`src/rtl/ict_pkg.sv`:
```
// constants and types for the instruction cycle timing core
`default_nettype none
package ict_pkg;
    localparam int          ADDR_W      = 12;
    localparam int          WORD_W      = 15;
    localparam int          DM_AW       = 6;
    localparam int          DM_DEPTH    = 64;
    localparam int          STK_DEPTH   = 8;
    localparam int          SP_W        = 3;
    localparam logic [1:0]  PH_FIRST    = 2'h0;
    localparam logic [1:0]  PH_LAST     = 2'h3;
    localparam logic [DM_AW-1:0] DM_PCL  = 6'h02;
    localparam logic [DM_AW-1:0] DM_TBLP = 6'h03;
    localparam int          BR_HI       = 14;
    localparam int          BR_LO       = 13;
    localparam logic [1:0]  BR_PFX      = 2'h3;
    localparam int          BR_CALL_BIT = 12;
    localparam int          OPC_HI      = 12;
    localparam int          OPC_LO      = 8;
    localparam logic [3:0]  BCD_NINE    = 4'h9;
    localparam logic [8:0]  BCD_ADJ_LO  = 9'h006;
    localparam logic [8:0]  BCD_ADJ_HI  = 9'h060;
    localparam logic [ADDR_W-1:0] RESET_ADDR = 12'h000;

    typedef enum logic [1:0] {
        ST_RUN   = 2'b00,
        ST_FLUSH = 2'b01,
        ST_TABLE = 2'b10
    } ict_state_t;

    typedef enum logic [4:0] {
        OP_NOP   = 5'b00000, OP_MOVAM = 5'b00001, OP_MOVMA = 5'b00010,
        OP_MOVAX = 5'b00011, OP_ADDM  = 5'b00100, OP_ADDX  = 5'b00101,
        OP_ADCM  = 5'b00110, OP_SUBM  = 5'b00111, OP_SUBX  = 5'b01000,
        OP_SBCM  = 5'b01001, OP_DADJ  = 5'b01010, OP_ANDM  = 5'b01011,
        OP_ORM   = 5'b01100, OP_XORM  = 5'b01101, OP_ANDX  = 5'b01110,
        OP_ORX   = 5'b01111, OP_XORX  = 5'b10000, OP_CPL   = 5'b10001,
        OP_CPLA  = 5'b10010, OP_INC   = 5'b10011, OP_INCREMENT_TO_ACCUMULATOR  = 5'b10100,
        OP_DEC   = 5'b10101, OP_DECREMENT_TO_ACCUMULATOR  = 5'b10110, OP_RR    = 5'b10111,
        OP_RL    = 5'b11000, OP_RRC   = 5'b11001, OP_RLC   = 5'b11010,
        OP_SZ    = 5'b11011, OP_RET   = 5'b11100, OP_RETURN_FROM_INTERRUPT  = 5'b11101,
        OP_TABRD = 5'b11110, OP_CLRM  = 5'b11111
    } ict_op_t;
endpackage : ict_pkg
`default_nettype wire

```
`src/rtl/ict_core.sv`:
```
// instruction cycle timing core with fetch, sequencing and alu
// What this block does
// [RULE_01] one instruction cycle is four clocks
// [RULE_02] ordinary instructions finish in one cycle
// [RULE_03] jump, call, returns, table read take two
// [RULE_04] writing program counter low byte jumps, extra cycle
// [RULE_05] taken skip costs one extra cycle
// [RULE_06] add carry above 255, subtract borrow below zero
// [RULE_07] increment and decrement change by one
// [RULE_08] logic ops set zero flag from result
// [RULE_09] rotates move one bit, carry forms via carry
// [RULE_10] three move forms to and from accumulator
// [RULE_11] logic operands pass through the accumulator; CPL and CPLA take only the memory operand
// [RULE_12] add/sub set four flags, adjust only carry
// [RULE_13] flow change discards prefetch, dummy fetch follows
`default_nettype none
module ict_core (
    input  wire logic                        i_mclk,
    input  wire logic                        i_rst,
    input  wire logic [ict_pkg::WORD_W-1:0]  i_instr,
    output var  logic [ict_pkg::ADDR_W-1:0]  o_pm_addr,
    output var  logic [7:0]                  o_acc,
    output var  logic                        o_zero,
    output var  logic                        o_carry,
    output var  logic                        o_aux_carry,
    output var  logic                        o_overflow,
    output var  logic                        o_int_en,
    output var  logic [6:0]                  o_table_high,
    output var  logic                        o_icycle,
    output var  logic                        o_executed
);
    import ict_pkg::*;

    logic [1:0]              phase;
    ict_state_t              st;
    logic [WORD_W-1:0]       ir;
    logic [ADDR_W-1:0]       ir_addr;
    logic [ADDR_W-1:0]       pc_save;
    logic [DM_AW-1:0]        tab_dst;
    logic [7:0]              dm [DM_DEPTH];
    logic [ADDR_W-1:0]       stk [STK_DEPTH];
    logic [SP_W-1:0]         sp;

    logic                    ex;
    logic                    is_br;
    ict_op_t                 op;
    logic [DM_AW-1:0]        maddr;
    logic [7:0]              opnd;
    logic [7:0]              imm;
    logic [7:0]              next_res;
    logic                    next_z, next_c, next_ac, next_ov;
    logic                    wr_acc, wr_mem, jump, skip, table_rd;
    logic                    push, pop, set_ie;
    logic [ADDR_W-1:0]       target;
    logic [10:0]             as;
    logic [8:0]              dadj;
    logic                    dlo, dhi;

    // returns {ov, ac, c, result}; for sub, cin and c mean borrow
    function automatic logic [10:0] ict_addsub(input logic [7:0] a,
        input logic [7:0] b, input logic cin, input logic sub);
        logic [7:0] bb;
        logic       ci;
        logic [8:0] s;
        logic [4:0] h;
        bb = sub ? ~b : b;
        ci = sub ? ~cin : cin;
        s  = {1'b0, a} + {1'b0, bb} + {8'h00, ci};
        h  = {1'b0, a[3:0]} + {1'b0, bb[3:0]} + {4'h0, ci};
        return {(a[7] == bb[7]) && (s[7] != a[7]), h[4] ^ sub,
                s[8] ^ sub, s[7:0]};
    endfunction : ict_addsub

    assign ex    = (st == ST_RUN) && (phase == PH_LAST);
    assign is_br = (ir[BR_HI:BR_LO] == BR_PFX);
    assign op    = ict_op_t'(ir[OPC_HI:OPC_LO]);
    assign maddr = ir[DM_AW-1:0];
    assign imm   = ir[7:0];
    // reading the low program counter byte sees the current address
    assign opnd  = (maddr == DM_PCL) ? ir_addr[7:0] : dm[maddr];

    always_comb begin
        as = 11'h000;
        unique case (op)
            OP_ADDM: as = ict_addsub(o_acc, opnd, 1'b0, 1'b0);
            OP_ADDX: as = ict_addsub(o_acc, imm, 1'b0, 1'b0);
            OP_ADCM: as = ict_addsub(o_acc, opnd, o_carry, 1'b0);
            OP_SUBM: as = ict_addsub(o_acc, opnd, 1'b0, 1'b1);
            OP_SUBX: as = ict_addsub(o_acc, imm, 1'b0, 1'b1);
            OP_SBCM: as = ict_addsub(o_acc, opnd, o_carry, 1'b1);
            default: as = 11'h000;
        endcase
        dlo  = (o_acc[3:0] > BCD_NINE) || o_aux_carry;
        dadj = {1'b0, o_acc} + (dlo ? BCD_ADJ_LO : 9'h000);
        dhi  = (dadj[7:4] > BCD_NINE) || dadj[8] || o_carry;
        dadj = dadj + (dhi ? BCD_ADJ_HI : 9'h000);
    end

    always_comb begin
        next_res = 8'h00;
        next_z   = o_zero;
        next_c   = o_carry;
        next_ac  = o_aux_carry;
        next_ov  = o_overflow;
        wr_acc   = 1'b0;
        wr_mem   = 1'b0;
        jump     = 1'b0;
        skip     = 1'b0;
        table_rd = 1'b0;
        push     = 1'b0;
        pop      = 1'b0;
        set_ie   = 1'b0;
        target   = ir[ADDR_W-1:0];
        if (is_br) begin
            // [RULE_03] jump and call
            jump = 1'b1;
            push = ir[BR_CALL_BIT];
        end else begin
            unique case (op)
                OP_NOP: ;
                // [RULE_10] three move forms
                OP_MOVAM: begin next_res = opnd;  wr_acc = 1'b1; end
                OP_MOVMA: begin next_res = o_acc; wr_mem = 1'b1; end
                OP_MOVAX: begin next_res = imm;   wr_acc = 1'b1; end
                // [RULE_06] carry and borrow flags
                OP_ADDM, OP_ADDX, OP_ADCM, OP_SUBM, OP_SUBX, OP_SBCM: begin
                    // [RULE_12] four flags updated
                    {next_ov, next_ac, next_c, next_res} = as;
                    next_z = (as[7:0] == 8'h00);
                    wr_acc = 1'b1;
                end
                // [RULE_12] adjust touches carry only
                OP_DADJ: begin
                    next_res = dadj[7:0];
                    next_c   = dhi;
                    wr_mem   = 1'b1;
                end
                // [RULE_11] accumulator is one operand, except for the complements CPL and CPLA
                OP_ANDM: begin next_res = o_acc & opnd; wr_acc = 1'b1; end
                OP_ORM:  begin next_res = o_acc | opnd; wr_acc = 1'b1; end
                OP_XORM: begin next_res = o_acc ^ opnd; wr_acc = 1'b1; end
                OP_ANDX: begin next_res = o_acc & imm;  wr_acc = 1'b1; end
                OP_ORX:  begin next_res = o_acc | imm;  wr_acc = 1'b1; end
                OP_XORX: begin next_res = o_acc ^ imm;  wr_acc = 1'b1; end
                OP_CPL:  begin next_res = ~opnd; wr_mem = 1'b1; end
                OP_CPLA: begin next_res = ~opnd; wr_acc = 1'b1; end
                // [RULE_07] step by exactly one
                OP_INC:  begin next_res = opnd + 8'h01; wr_mem = 1'b1; end
                OP_INCREMENT_TO_ACCUMULATOR: begin next_res = opnd + 8'h01; wr_acc = 1'b1; end
                OP_DEC:  begin next_res = opnd - 8'h01; wr_mem = 1'b1; end
                OP_DECREMENT_TO_ACCUMULATOR: begin next_res = opnd - 8'h01; wr_acc = 1'b1; end
                // [RULE_09] rotate one bit
                OP_RR: begin next_res = {opnd[0], opnd[7:1]}; wr_mem = 1'b1; end
                OP_RL: begin next_res = {opnd[6:0], opnd[7]}; wr_mem = 1'b1; end
                OP_RRC: begin
                    next_res = {o_carry, opnd[7:1]};
                    next_c   = opnd[0];
                    wr_mem   = 1'b1;
                end
                OP_RLC: begin
                    next_res = {opnd[6:0], o_carry};
                    next_c   = opnd[7];
                    wr_mem   = 1'b1;
                end
                // [RULE_05] skip when operand is zero
                OP_SZ: skip = (opnd == 8'h00);
                OP_RET, OP_RETURN_FROM_INTERRUPT: begin
                    jump   = 1'b1;
                    pop    = 1'b1;
                    set_ie = (op == OP_RETURN_FROM_INTERRUPT);
                    target = stk[sp - 3'h1];
                end
                OP_TABRD: table_rd = 1'b1;
                OP_CLRM:  begin next_res = 8'h00; wr_mem = 1'b1; end
            endcase
            // [RULE_08] zero from logic and step results
            if (op inside {OP_ANDM, OP_ORM, OP_XORM, OP_ANDX, OP_ORX,
                    OP_XORX, OP_CPL, OP_CPLA, OP_INC, OP_INCREMENT_TO_ACCUMULATOR, OP_DEC,
                    OP_DECREMENT_TO_ACCUMULATOR, OP_CLRM})
                next_z = (next_res == 8'h00);
            // [RULE_04] low program counter write is a jump
            if (wr_mem && (maddr == DM_PCL)) begin
                jump   = 1'b1;
                target = {ir_addr[ADDR_W-1:8], next_res};
            end
        end
    end

    // [RULE_01] four clocks per instruction cycle
    always_ff @(posedge i_mclk) begin
        if (i_rst) begin
            phase    <= PH_FIRST;
            o_icycle <= 1'b0;
        end else begin
            phase    <= phase + 2'h1;
            o_icycle <= (phase == PH_LAST);
        end
    end

    // [RULE_13] flush and refetch on flow change
    always_ff @(posedge i_mclk) begin
        if (i_rst) begin
            st         <= ST_FLUSH;
            ir         <= '0;
            ir_addr    <= RESET_ADDR;
            pc_save    <= RESET_ADDR;
            tab_dst    <= '0;
            o_pm_addr  <= RESET_ADDR;
            o_executed <= 1'b0;
        end else begin
            o_executed <= ex;
            if (phase == PH_LAST) begin
                unique case (st)
                    ST_RUN: begin
                        if (jump) begin
                            o_pm_addr <= target;
                            st        <= ST_FLUSH;
                        end else if (skip) begin
                            // prefetched word is the skipped one
                            o_pm_addr <= o_pm_addr + 12'h001;
                            st        <= ST_FLUSH;
                        end else begin
                            // [RULE_02] single cycle, keep prefetch
                            ir        <= i_instr;
                            ir_addr   <= o_pm_addr;
                            o_pm_addr <= o_pm_addr + 12'h001;
                            if (table_rd) begin
                                // [RULE_03] second cycle reads table word
                                pc_save   <= o_pm_addr + 12'h001;
                                tab_dst   <= maddr;
                                o_pm_addr <= {o_pm_addr[ADDR_W-1:8],
                                              dm[DM_TBLP]};
                                st        <= ST_TABLE;
                            end
                        end
                    end
                    ST_FLUSH: begin
                        ir        <= i_instr;
                        ir_addr   <= o_pm_addr;
                        o_pm_addr <= o_pm_addr + 12'h001;
                        st        <= ST_RUN;
                    end
                    ST_TABLE: begin
                        o_pm_addr <= pc_save;
                        st        <= ST_RUN;
                    end
                    default: st <= ST_FLUSH;
                endcase
            end
        end
    end

    always_ff @(posedge i_mclk) begin
        if (i_rst) begin
            o_acc        <= 8'h00;
            o_zero       <= 1'b0;
            o_carry      <= 1'b0;
            o_aux_carry  <= 1'b0;
            o_overflow   <= 1'b0;
            o_int_en     <= 1'b0;
            o_table_high <= 7'h00;
            sp           <= '0;
        end else if (ex) begin
            if (wr_acc)
                o_acc <= next_res;
            o_zero      <= next_z;
            o_carry     <= next_c;
            o_aux_carry <= next_ac;
            o_overflow  <= next_ov;
            if (set_ie)
                o_int_en <= 1'b1;
            if (push)
                sp <= sp + 3'h1;
            else if (pop)
                sp <= sp - 3'h1;
        end else if ((st == ST_TABLE) && (phase == PH_LAST)) begin
            o_table_high <= i_instr[WORD_W-1:8];
        end
    end

    // data memory and stack carry no reset; contents are software's
    always_ff @(posedge i_mclk) begin
        if (ex && wr_mem && (maddr != DM_PCL))
            dm[maddr] <= next_res;
        else if ((st == ST_TABLE) && (phase == PH_LAST))
            dm[tab_dst] <= i_instr[7:0];
        if (ex && push)
            stk[sp] <= o_pm_addr;
    end

    property p_icycle_period;
        @(posedge i_mclk) disable iff (i_rst)
        o_icycle |=> !o_icycle [*3] ##1 o_icycle;
    endproperty
    a_icycle_period: assert property (p_icycle_period) // [RULE_01]
        else $error("instruction cycle not four clocks");

    property p_single;
        @(posedge i_mclk) disable iff (i_rst)
        ex && !jump && !skip && !table_rd |=> st == ST_RUN;
    endproperty
    a_single: assert property (p_single) // [RULE_02]
        else $error("plain instruction took extra cycle");

    property p_branch_two;
        @(posedge i_mclk) disable iff (i_rst)
        ex && is_br |=> st == ST_FLUSH ##4 st == ST_RUN;
    endproperty
    a_branch_two: assert property (p_branch_two) // [RULE_03]
        else $error("branch did not take two cycles");

    property p_pcl_jump;
        @(posedge i_mclk) disable iff (i_rst)
        ex && !is_br && wr_mem && maddr == DM_PCL
        |=> st == ST_FLUSH && o_pm_addr[7:0] == $past(next_res);
    endproperty
    a_pcl_jump: assert property (p_pcl_jump) // [RULE_04]
        else $error("low counter write did not jump");

    property p_skip;
        @(posedge i_mclk) disable iff (i_rst)
        ex && !is_br && op == OP_SZ
        |=> (st == ST_FLUSH) == ($past(opnd) == 8'h00);
    endproperty
    a_skip: assert property (p_skip) // [RULE_05]
        else $error("skip timing wrong");

    property p_add_carry;
        @(posedge i_mclk) disable iff (i_rst)
        ex && !is_br && op == OP_ADDX
        |=> o_carry == (({1'b0, $past(o_acc)} + {1'b0, $past(imm)}) > 9'h0FF);
    endproperty
    a_add_carry: assert property (p_add_carry) // [RULE_06]
        else $error("add carry wrong");

    property p_increment_to_accumulator;
        @(posedge i_mclk) disable iff (i_rst)
        ex && !is_br && op == OP_INCREMENT_TO_ACCUMULATOR |=> o_acc == $past(opnd) + 8'h01;
    endproperty
    a_increment_to_accumulator: assert property (p_increment_to_accumulator) // [RULE_07]
        else $error("increment not by one");

    property p_logic_zero;
        @(posedge i_mclk) disable iff (i_rst)
        ex && !is_br && op inside {OP_ANDM, OP_ORX, OP_XORM, OP_CPLA}
        |=> o_zero == (o_acc == 8'h00);
    endproperty
    a_logic_zero: assert property (p_logic_zero) // [RULE_08]
        else $error("zero flag wrong after logic op");

    property p_rrc;
        @(posedge i_mclk) disable iff (i_rst)
        ex && !is_br && op == OP_RRC |=> o_carry == $past(opnd[0]);
    endproperty
    a_rrc: assert property (p_rrc) // [RULE_09]
        else $error("rotate did not pass bit to carry");

    property p_flush_dummy;
        @(posedge i_mclk) disable iff (i_rst)
        st == ST_FLUSH && phase == PH_LAST |=> !o_executed;
    endproperty
    a_flush_dummy: assert property (p_flush_dummy) // [RULE_13]
        else $error("dummy fetch cycle executed");
endmodule : ict_core
`default_nettype wire

```
`config.mk`:
```
export PLATFORM = sky130hd
export DESIGN_NAME = ict_core
export DESIGN_NICKNAME = d
export VERILOG_FILES = /design/src/rtl/ict_pkg.sv /design/src/rtl/ict_core.sv
export SDC_FILE = /design/constraint.sdc
export NUM_CORES = 1
export LEC_CHECK = 0
export BUFFER_PORTS_ARGS = -buffer_cell sky130_fd_sc_hd__buf_2
export CORE_MARGIN = 3
export CORE_UTILIZATION = 51
export CTS_BUF_LIST = sky130_fd_sc_hd__clkbuf_4
export CTS_CLUSTER_DIAMETER = 100
export DETAILED_ROUTE_END_ITERATION = 8
export PLACE_DENSITY_LB_ADDON = 0.15
export SKIP_LAST_GASP = 1
export SLEW_MARGIN = 25
export SYNTH_ARGS = -nofsm -noshare
export SYNTH_HDL_FRONTEND = slang
export SYNTH_SLANG_ARGS = --single-unit
```
`constraint.sdc`:
```
create_clock -name i_mclk -period 7.35 [get_ports i_mclk]
set_clock_uncertainty 0.15 [all_clocks]
set_input_delay 1.47 -clock i_mclk [delete_from_list [all_inputs] [get_ports i_mclk]]
set_output_delay 1.47 -clock i_mclk [all_outputs]
set_load 0.01 [all_outputs]
```
## After elaboration in Yosys (flattened, before gate mapping)

Memory sizes are Yosys's and may differ from the RTL's. A register that Yosys moved wholly into a read port is not among the register bits.
Index checks and enable logic that the tools add are counted.
W data, S select, Z words.

| word-level totals | value |
|---|---|
| RAM bits | 608 |
| memories | 2 |
| memory bits (read-only) | 0 |
| register bits | 86 |
| bits in latches | 0 |

Memory list:

| name | words | width | read ports | clocked after Yosys merged registers in | write ports | line | RTL |
|---|---|---|---|---|---|---|---|
| dm | 64 | 8 | 2 | 1 | 1 | ict_core.sv:40 | `logic [7:0] dm [DM_DEPTH];` |
| stk | 8 | 12 | 1 | 0 | 1 | ict_core.sv:41 | `logic [ADDR_W-1:0] stk [STK_DEPTH];` |

| operators by class | value |
|---|---|
| multipliers | 0 |
| bitwise operators | 19 |
| reductions and logical operators | 46 |
| shift operators | 0 |
| divide/modulo/power cells | 0 |
| mux-type cells | 57 |
| order comparisons | 2 |
| equality and inequality tests | 51 |
| add/sub/neg operators | 24 |

Operators by type and width:

| operator | number |
|---|---|
| $pmux W8 S18 | 1 |
| $mux W12 | 8 |
| $eq A5 B5 Y1 const B | 16 |
| $pmux W11 S6 | 1 |
| $eq A5 B4 Y1 const B | 8 |
| $add A8 B8 Y9 | 4 |
| $pmux W12 S3 | 1 |
| $mux W8 | 4 |
| $mux W15 | 2 |
| $pmux W15 S2 | 1 |
| $mux W1 | 26 |
| $logic_not A8 Y1 | 3 |
| $pmux W12 S2 | 1 |
| $add A4 B4 Y5 | 4 |
| $eq A5 B3 Y1 const B | 4 |
| $add A9 B1 Y9 | 2 |
| $add A9 B1 Y9 const B | 2 |
| $mux W6 | 3 |
| $reduce_or A17 Y1 | 1 |
| $and A8 B8 Y8 | 2 |
| $not A8 Y8 | 2 |
| $or A8 B8 Y8 | 2 |
| $xor A8 B8 Y8 | 2 |
| $reduce_bool A13 Y1 | 1 |
| other kinds (41) | 98 |

## Depth between registers and ports, before layout

Gate-level depths: netlist (run 1).

| logic depth | value |
|---|---|
| depth after elaboration | 15 |
| mapped depth | 25 |

## Worst setup path after synthesis (run 1)

Ideal clock, no wire load.

| timing path | value |
|---|---|
| kind | reg-to-reg |
| start point | reg with a tool-made name |
| end point | mem dm[0][7], data pin |
| data arrival time | 6.880 ns |
| slack | -0.381 ns |
| buffers on the path | 4 |
| required time | 6.498 ns |
| clock period less this slack | 7.731 ns |
| cell stages (with the launch flop) | 21 |
| cells stage by stage | dfxtp_1 > buf_6 > buf_6 > buf_6 > buf_4 > mux4_2 > a32oi_1 > nand4_1 > nor3_2 > a21o_2 > inv_2 > ha_1 > o311a_1 > or4_1 > o311ai_0 > nor3b_1 > xnor2_1 > a2111oi_0 > nand4_1 > nand2_1 > o21ai_0 |

RTL lines:

| what | line |
|---|---|
| end, declared | ict_core.sv:40 |

==> results of run 1 <==
## report_power, final
part           internal [mW]  switching (mW)  leakage, nW
clock                   1.67            1.65         1.34
combinational          0.200           0.409         4.63
sequential              4.34          0.0261         6.39
total                   6.21            2.08         12.4
## per-stage QoR
stage / util [%] / hold WS [ns]
final: 58.2 / 0.281
after CTS: 58.1 / 0.276
after global routing: 58.2 / 0.303
after floorplan: - / 0.249
after global placement: 54.5 / 0.257
after detailed placement: 54.5 / 0.261
## per-layer routing
| layer | global-route usage [%] | up-vias | part of all wire (%) |
|---|---|---|---|
| li1 | - | 10089 | - |
| met1 | 42.3 | 11614 | 41 |
| met2 | 48.1 | 1241 | 46 |
| met3 | 5.92 | 256 | 8.0 |
| met4 | 13.8 | 2 | 4.6 |
| met5 | 0 | - | 0.013 |
## registers in the layout (all words and copies together), names as in the netlist, 2 cells and up, named ones only
name	cells
st	2
stk	96
o_acc	8
o_pm_addr	12
dm	512
tab_dst	6
o_table_high	7
sp	3
ir	15
pc_save	12
ir_addr	12
phase	2
## path summary, 6_finish.rpt
check	to	startpoint	depth (start not counted)
min	phase[0]	phase[0]	1
max	dm[20][7]	flop	20
min reg2reg	phase[0]	phase[0]	1
max reg2reg	dm[20][7]	flop	20
## final cells by class
type,count,area [um^2]
clock buffer,250,1880
timing repair buffer,154,1180
multi-input combinational,1541,12100
clock inverter,63,410
antenna,4,10.0
sequential,700,20100
inverter,62,233
tap,846,1060
fill,5235,26500
## worst max-delay path, delay by kind of cell (launching register included)
family	cells	cell delay [ns]
xor gates and xnor gates	1	0.14
adders and majority gates	1	0.21
muxes	1	0.35
and+or+nand+nor	6	1.87
buffers and inverters	5	1.16
DFF	1	0.77
AOI/OAI and AO/OA	6	1.98
## cells in the mapped netlist, drive strengths merged (8+ instances only)
library cell | n | area, um^2
a211oi | 46 | 350
a31oi | 13 | 96.3
o31ai | 17 | 151
nor3b | 11 | 82.6
o2111ai | 9 | 78.8
xnor2 | 23 | 201
nand2b | 28 | 175
o221ai | 8 | 70.1
ha | 55 | 688
o211ai | 14 | 110
or2 | 8 | 50.1
mux2 | 25 | 282
buf | 62 | 424
nand2 | 170 | 638
clkbuf | 85 | 320
nor2b | 27 | 176
nand4 | 13 | 81.3
mux2i | 163 | 1630
a221oi | 22 | 193
nor3 | 41 | 215
nand3 | 61 | 305
mux4 | 93 | 2110
a21o | 19 | 145
and3 | 12 | 75.1
dfxtp | 92 | 1840
a2111oi | 12 | 106
xor2 | 16 | 140
a22oi | 53 | 398
a32oi | 9 | 78.8
o21ai | 84 | 420
or3 | 11 | 68.8
o22ai | 18 | 113
inv | 59 | 221
and2 | 8 | 50.1
nand3b | 13 | 97.6
a21oi | 90 | 450
nor4 | 14 | 121
nor2 | 215 | 812
edfxtp | 608 | 18300
## logic make-up after synthesis
logic type      count (synthesis)
mux                           281
fa+ha+maj                      62
compound gates                493
simple gates                  666
xor+xnor                       39
flops                         700
buf+inv                       209
## timing repair
action | CTS | global route
setup buffers | 0 | 1
endpoints found under the setup margin | 0 | 57
resized for setup | 0 | 1
==> summary.txt, run 1 <==
GRT
  • Overall Global Routing Usage: 30.8%
  • Vias in the first global route: 22373
  • Initial antenna violation count: 3
  • Largest net degree at the start of global routing: 92
  • First-pass GRT wire length: 152000 um
  • GR Overflow Total: 0

Finish
  • Most frequent cells in the layout: edfxtp_1, clkbuf_4, nor2_1
  • Area Overhead vs Synth: 12.1%
  • Commonest non-fill, non-tap cell in the layout: edfxtp_1
  • Nets@finish: 2717
  • Non-Filler Instances: 3620
  • Final Cell Area: 37000 um^2
  • Share of cells above drive strength 1: 21.9%

Floorplanning
  • Row cnt: 92
  • Effective utilization at floorplan: 51.9%
  • Die area: 67800 um^2
  • Die Wd: 260 um
  • Die H: 260 um
  • CORE AREA: 63500 um^2
  • # IOs: 51

Timing
  • RSZ-0062 raised after global routing: false
  • Finish-stage setup viols: 0
  • Setup_tns: 0 ns
  • Tightest Pin Transition: 1.12 ns
  • Final hold violations: 0
  • Tmin final: 7.06 ns
  • Setup WS post-layout: 0.286 ns
  • Rel. slew slack: 25.2%
  • Fmax: 0.142 GHz
  • Max-slew violations: 0
  • Tcrit/Tclk final: 96.1%

Logic synthesis
  • Main combinational cell family by area after synthesis: multiplexers
  • Seq/Total Area, Yosys: 60.9%
  • Number of synthesized flops with an enable pin: 608
  • Synthesis Warnings: 0
  • Async S/R FF share, synth: 0%
  • Post-Synth Adder-Cell Area: 2.51%
  • Post-synthesis compound-gate area fraction: 10.6%
  • Netlist area before placement: 33000 um^2
  • Synthesized flop and latch total: 700
  • Main flop type after synthesis: edfxtp_1
  • Mux cell area share after synthesis: 12.2%
  • Mean area per synthesized cell: 13.5 um^2
  • Simple-gate area share of the yosys netlist: 9.84%
  • Post-Synth XOR/XNOR Area: 1.03%
  • Post-synthesis cell type count: 101
  • Post-synth net total: 2529
  • Post-Syn Instances: 2450

Drt
  • DRT Pass-1 Iters: 6
  • DR iter-0 viols: 2633
  • Total wire length: 104000 um
  • Via/cell ratio: 6.41
  • Residual DRC: 0
  • Via count: 23202
  • Wire length per cell: 28.8 um
  • Post-DRT Antenna Nets: 0

Critical path
  • Worst path arrival time: 7.60 ns
  • Worst-path cell chain: buf_4 > mux4_2 > a32oi_1 > nand4_1 > nor3_2 > a21o_2 > inv_2 > ha_1 > o311a_1 > or4_1 > o311ai_0 > buf_4 > nor3b_1 > xnor2_1 > a2111oi_0 > buf_4 > nand4_1 > nand2_1 > o21ai_4 > buf_12
  • Worst setup EP type: flop
  • CP Launch Type: flop
  • CP required: 7.88 ns
  • R2r setup slk: 0.29 ns
  • Cell at the slowest stage of the critical path: dfxtp_4
  • Worst Path Max Fanout: 56
  • Crit-path most repeated cell: buf_4
  • CP max stage delay: 0.77 ns
  • Critical path class: reg -> reg

Clocking
  • Cts hold-fix bufs: 0
  • Total CTS buffers: 179
  • Clock Tree Buf Depth: 3
  • Max H-tree Level: 4
  • Clock Latency Late Sink: 1.05 ns
  • TritonCTS clock tree: built
  • Root buf cell: clkbuf_4
  • Clk sinks: 700
  • Clk slew on worst S/H paths: 0.07 ns

Pwr
  • Maximum VDD drop: 0.157 mV
  • Leakage: 12.4 nW
  • Final Power: 8.29 mW
  • Pwr per Cell Area: 224 nW/um^2

Placed design
  • RePlAce Congestion: 0.994
  • Placement Cell Area: 34600 um^2
  • PortBufs: 50
  • Placed insts: 3301
  • Place WS: 0.275 ns
  • Post-DP HPWL: 70500 um

Job
  • Max Cap Viol: 0

Run status
  • Status: complete, no violations

Worst hold path
  • Tightest Hold Check Type: reg -> reg
No activity file was read; power rests on OpenSTA's default activity.
==> run 2, diff against run 1 <==
Settings changed: CORE_UTILIZATION 51 to 40.
==> run 2 against run 1 <==
  * Combinational power shrank 3%
  * Register-to-register slack gained 0.24 ns
  * Setup slack gained 0.24 ns
  * Routed wire length grew 2.0%
  * Count of clock-buffer cells in the layout grew 6
  * Utilization shrank 12 points
  * Hold slack lost 0.016 ns
  * Cell area grew 0.86%
  * Via count shrank 1.6%
  * Maximum frequency grew 3.6%
  * Largest power group unchanged
==> summary.txt, run 2 (synthesis results as in run 1) <==
Run status
  • Status: complete, no violations

Floorplanning
  • Die Wd: 293 um
  • # IOs: 51
  • Die H: 293 um
  • CORE AREA: 81100 um^2
  • Die area: 86000 um^2
  • Row cnt: 104
  • Effective utilization at floorplan: 40.7%

Clocking
  • Clock Tree Buf Depth: 3
  • Total CTS buffers: 178
  • TritonCTS clock tree: built
  • Root buf cell: clkbuf_4
  • Cts hold-fix bufs: 0
  • Clk slew on worst S/H paths: 0.06 ns
  • Max H-tree Level: 4
  • Post-CTS sizing: 0
  • Clock Latency Late Sink: 1.05 ns
  • Clk sinks: 700
  • Post-CTS Setup Inserts: 0

Critical path
  • Worst-path cell chain: buf_4 > mux4_2 > a32oi_1 > o2111ai_1 > nor4_2 > a21o_2 > ha_1 > xor2_1 > nand3_1 > inv_1 > o22ai_1 > a221oi_1 > o2111ai_1 > nor4_1 > nand2_1 > nor2_1 > o21ai_4 > buf_12
  • Cell at the slowest stage of the critical path: dfxtp_4
  • Worst setup EP type: flop
  • Buf/Inv on CP: 3
  • R2r setup slk: 0.53 ns
  • CP max stage delay: 0.75 ns
  • Stages on worst setup path: 18
  • Worst path arrival time: 7.41 ns
  • Crit-path most repeated cell: o2111ai_1
  • Worst Path Max Fanout: 33
  • Crit path max-delay family: compound AO/OA/AOI/OAI gates
  • Critical path class: reg -> reg
  • CP required: 7.94 ns
  • CP Launch Type: flop
  • Worst reg-to-reg path cell count: 18

Finish
  • Share of cells above drive strength 1: 22.5%
  • Area Overhead vs Synth: 13.1%
  • Commonest non-fill, non-tap cell in the layout: edfxtp_1
  • Fillers: 7325
  • Non-Filler Instances: 3843
  • Largest register FFs: 512
  • Largest regs: dm: 512 flops, stk: 96 flops, ir: 15 flops
  • Most frequent cells in the layout: edfxtp_1, clkbuf_4, nor2_1
  • Top reg by flops: dm
  • Util after Layout: 46.0%
  • Nets@finish: 2725

Pwr
  • Leakage: 12.4 nW
  • Final Power: 8.36 mW
  • Sequential Power Share: 52.2%
  • Switching pwr: 2.07 mW
  • Comb pwr share: 7.1%
  • Switch share: 24.7%
  • Maximum VDD drop: 0.160 mV
  • Pwr per Cell Area: 224 nW/um^2
  • P_int: 6.29 mW
  • Clock share of power: 40.7%

Timing
  • Tmin final: 6.82 ns
  • Setup WS post-layout: 0.529 ns
  • Final hold violations: 0
  • Rel. slew slack: 22.7%
  • Tcrit/Tclk final: 92.8%
  • Setup_tns: 0 ns
  • RSZ-0062 raised after global routing: false
  • Finish-stage setup viols: 0
  • Max-slew violations: 0
  • Fmax: 0.147 GHz
  • Tightest Pin Transition: 1.13 ns

Drt
  • Post-DRT Antenna Nets: 0
  • Residual DRC: 0
  • Total wire length: 106000 um
  • Wire length per cell: 27.7 um
  • Via count: 22838
  • Via/cell ratio: 5.94
  • DRT Pass-1 Iters: 5
  • DR iter-0 viols: 2402

GRT
  • Largest net degree at the start of global routing: 81
  • Initial antenna violation count: 2
  • GR Overflow Total: 0
  • First-pass GRT wire length: 154000 um
  • Vias in the first global route: 22226
  • Overall Global Routing Usage: 24.5%

Placed design
  • Post-DP HPWL: 73300 um
  • RePlAce Congestion: 0.964
  • PortBufs: 50
  • Place WS: 0.494 ns
  • Placed insts: 3526

Job
  • Max Cap Viol: 0

Worst hold path
  • Tightest Hold Check Type: reg -> reg
  • Hold path depth: 1
## run 2: layer usage
metal / track usage (%) / vias to the layer above / wire [um]
met4: 9.12 / 0 / 3360
met1: 33.1 / 11502 / 45000
li1: - / 10100 / -
met3: 4.85 / 193 / 7510
met5: 0 / - / 0
met2: 39.5 / 1043 / 50600
## run 2: through the flow
| step | cell area, um^2 | hold WS, ns |
|---|---|---|
| 2_1_floorplan | 33000 | 0.249 |
| 3_3_place_gp | 34900 | 0.259 |
| 3_5_place_dp | 35000 | 0.263 |
| 4_1_cts | 37300 | 0.271 |
| 5_1_grt | 37300 | 0.290 |
| 6_report | 37300 | 0.265 |
## run 2: worst paths after layout
check | start | to
max reg2reg | flop | dm[31][3]
max | flop | dm[31][3]
min | phase[0] | phase[0]
min reg2reg | phase[0] | phase[0]
## run 2: layout make-up
cell class,count,area (um^2),share of cell area [%]
Sequential cell,700,20100,53.9
Multi-Input combinational cell,1541,12100,32.4
Clock buffer,256,1920,5.15
Tap cell,1060,1330,3.55
Timing Repair Buffer,163,1200,3.21
Clock inverter,59,419,1.12
Inverter,62,233,0.624
Antenna cell,2,5.00,0.0134
## run 2: power groups by stage
stage               Combinational [mW]  Sequential, mW  Clock [mW]
floorplan                        0.367            4.45           0
global route                     0.627            4.37        3.71
CTS                              0.584            4.37        3.49
detailed placement               0.581            4.45           0
global placement                 0.578            4.45           0
finish                           0.591            4.37        3.40
## run 2: worst register-to-register path, delay by kind of cell (launching register included)
kind / cells / cell delay [ns]
compound gates: 7 / 2.00
xor+xnor: 1 / 0.51
fa+ha+maj: 1 / 0.32
buf+inv: 3 / 0.88
flops: 1 / 0.75
mux: 1 / 0.57
simple gates: 5 / 1.41
==> run 3, diff against run 2 <==
Settings changed: CTS_BUF_LIST sky130_fd_sc_hd__clkbuf_4 to sky130_fd_sc_hd__clkbuf_4 sky130_fd_sc_hd__clkbuf_8.
==> run 3 against run 2 <==
  * Count of clock-buffer cells in the layout shrank 94
  * Maximum frequency down 1.2%
  * Flip-flop and latch count unchanged
  * Sequential share of layout area down 0.092 points
  * Register-to-register slack worse by 0.08 ns
==> summary.txt, run 3 (synthesis results as in run 1) <==
Finish
  • Nets@finish: 2660
  • Util after Layout: 46.1%
  • Final Cell Area: 37400 um^2
  • Largest regs: dm: 512 flops, stk: 96 flops, ir: 15 flops
  • Most frequent cells in the layout: edfxtp_1, nor2_1, nand2_1
  • Top reg by flops: dm
  • Largest register FFs: 512
  • Share of cells above drive strength 1: 19.9%
  • Commonest non-fill, non-tap cell in the layout: edfxtp_1
  • Area Overhead vs Synth: 13.3%
  • Fillers: 7223

Drt
  • DR top layer: met5
  • Met1 WL: 44800 um
  • Residual DRC: 0
  • WL met3: 7330 um
  • Wire length per cell: 28.3 um
  • Via count: 22393
  • Via/cell ratio: 5.99
  • Post-DRT Antenna Nets: 0
  • DR iter-0 viols: 2293
  • DRT Pass-1 Iters: 5
  • Total wire length: 106000 um
  • Routed wire length on met2: 50300 um

Critical path
  • Worst path arrival time: 7.24 ns
  • Cell at the slowest stage of the critical path: dfxtp_4
  • Crit path max-delay family: compound AO/OA/AOI/OAI gates
  • Worst Path Max Fanout: 33
  • CP required: 7.69 ns
  • CP Launch Type: flop
  • CP max stage delay: 0.76 ns
  • Worst setup EP type: flop
  • Worst-path cell chain: buf_12 > nand2b_1 > a2111oi_0 > nor4_1 > a21oi_1 > o311a_2 > ha_1 > fa_1 > xor2_1 > nand3_1 > inv_1 > o22ai_1 > a221oi_1 > o2111ai_1 > nor4_1 > nand2_1 > nor2_1 > o21ai_4 > buf_12
  • Buf/Inv on CP: 3
  • Critical path class: reg -> reg

Run status
  • Status: complete, no violations

Clocking
  • Total CTS buffers: 113
  • Clk slew on worst S/H paths: 0.06 ns
  • Post-CTS Setup Inserts: 0
  • Clk sinks: 700
  • Post-CTS sizing: 0
  • Clock Latency Late Sink: 0.76 ns
  • TritonCTS clock tree: built
  • Clock Tree Buf Depth: 3
  • Cts hold-fix bufs: 0
  • Root buf cell: clkbuf_8
  • Max H-tree Level: 3

Timing
  • Max-slew violations: 0
  • Final hold violations: 0
  • Tmin final: 6.90 ns
  • Finish-stage setup viols: 0
  • Fmax: 0.145 GHz
  • Tcrit/Tclk final: 93.9%
  • Setup_tns: 0 ns
  • RSZ-0062 raised after global routing: false
  • Rel. slew slack: 22.5%
  • Tightest Pin Transition: 1.13 ns

Placed design
  • RePlAce Congestion: 0.964
  • Post-DP HPWL: 73300 um
  • Placement Cell Area: 35000 um^2
  • PortBufs: 50

Pwr
  • Maximum VDD drop: 0.170 mV
  • Pwr per Cell Area: 227 nW/um^2
  • Leakage: 12.3 nW

GRT
  • Largest net degree at the start of global routing: 81
  • Overall Global Routing Usage: 24.3%
  • Initial antenna violation count: 2
  • GR Overflow Total: 0
  • Vias in the first global route: 21776
  • First-pass GRT wire length: 153000 um

Floorplanning
  • Row cnt: 104
  • CORE AREA: 81100 um^2
  • # IOs: 51
  • Die H: 293 um
  • Effective utilization at floorplan: 40.7%
  • Die Wd: 293 um
  • Die area: 86000 um^2

Worst hold path
  • Tightest Hold Check Type: reg -> reg

Job
  • Max Cap Viol: 0
-- run 3: worst reg2reg max path: cells and delay by family, from the launching register on --
kind,cells,cell delay [ns]
compound gates,7,2.55
simple gates,6,1.34
buf+inv,3,0.79
flops,1,0.76
fa+ha+maj,2,0.55
xor+xnor,1,0.54
-- run 3: worst paths after layout --
check             slack, ns         to  depth (start not counted)      from
setup reg to reg       0.45  dm[38][3]                         19      flop
setup / recovery       0.45  dm[38][3]                         19      flop
hold / removal         0.27   phase[0]                          1  phase[0]
hold reg to reg        0.27   phase[0]                          1  phase[0]
-- run 3: cell type report --
type                            count  area, um^2  area share [%]
Clock inverter                     50         424            1.13
Inverter                           62         233           0.623
Tap cell                         1060        1330            3.55
Sequential cell                   700       20100            53.8
Timing Repair Buffer              163        1200            3.21
Antenna cell                        2        5.00          0.0134
Clock buffer                      162        1990            5.31
Multi-Input combinational cell   1541       12100            32.4
-- run 3: per-stage QoR --
stage | hold WS [ns] | total power [mW] | instances | worst slack (ns)
final | 0.267 | 8.49 | 3740 | 0.448
after global routing | 0.289 | 8.80 | 3739 | 0.0328
after CTS | 0.271 | 8.56 | 3738 | 0.516
after detailed placement | 0.263 | 5.03 | 3526 | 0.494
after global placement | 0.259 | 5.03 | 3526 | 0.630
after floorplan | 0.249 | 4.81 | 2450 | 0.0193
-- run 3: per-layer routing --
metal	up-vias	track usage, %
met1	11363	33.2
met5	-	0
li1	9858	-
met4	2	8.24
met3	209	4.26
met2	961	39.7
-- run 3: report_power, final --
group / internal (mW) / total (mW) / leakage (nW) / switching, mW
Combinational: 0.192 / 0.591 / 4.66 / 0.399
Sequential: 4.34 / 4.37 / 6.39 / 0.0272
Clock: 1.93 / 3.53 / 1.27 / 1.59
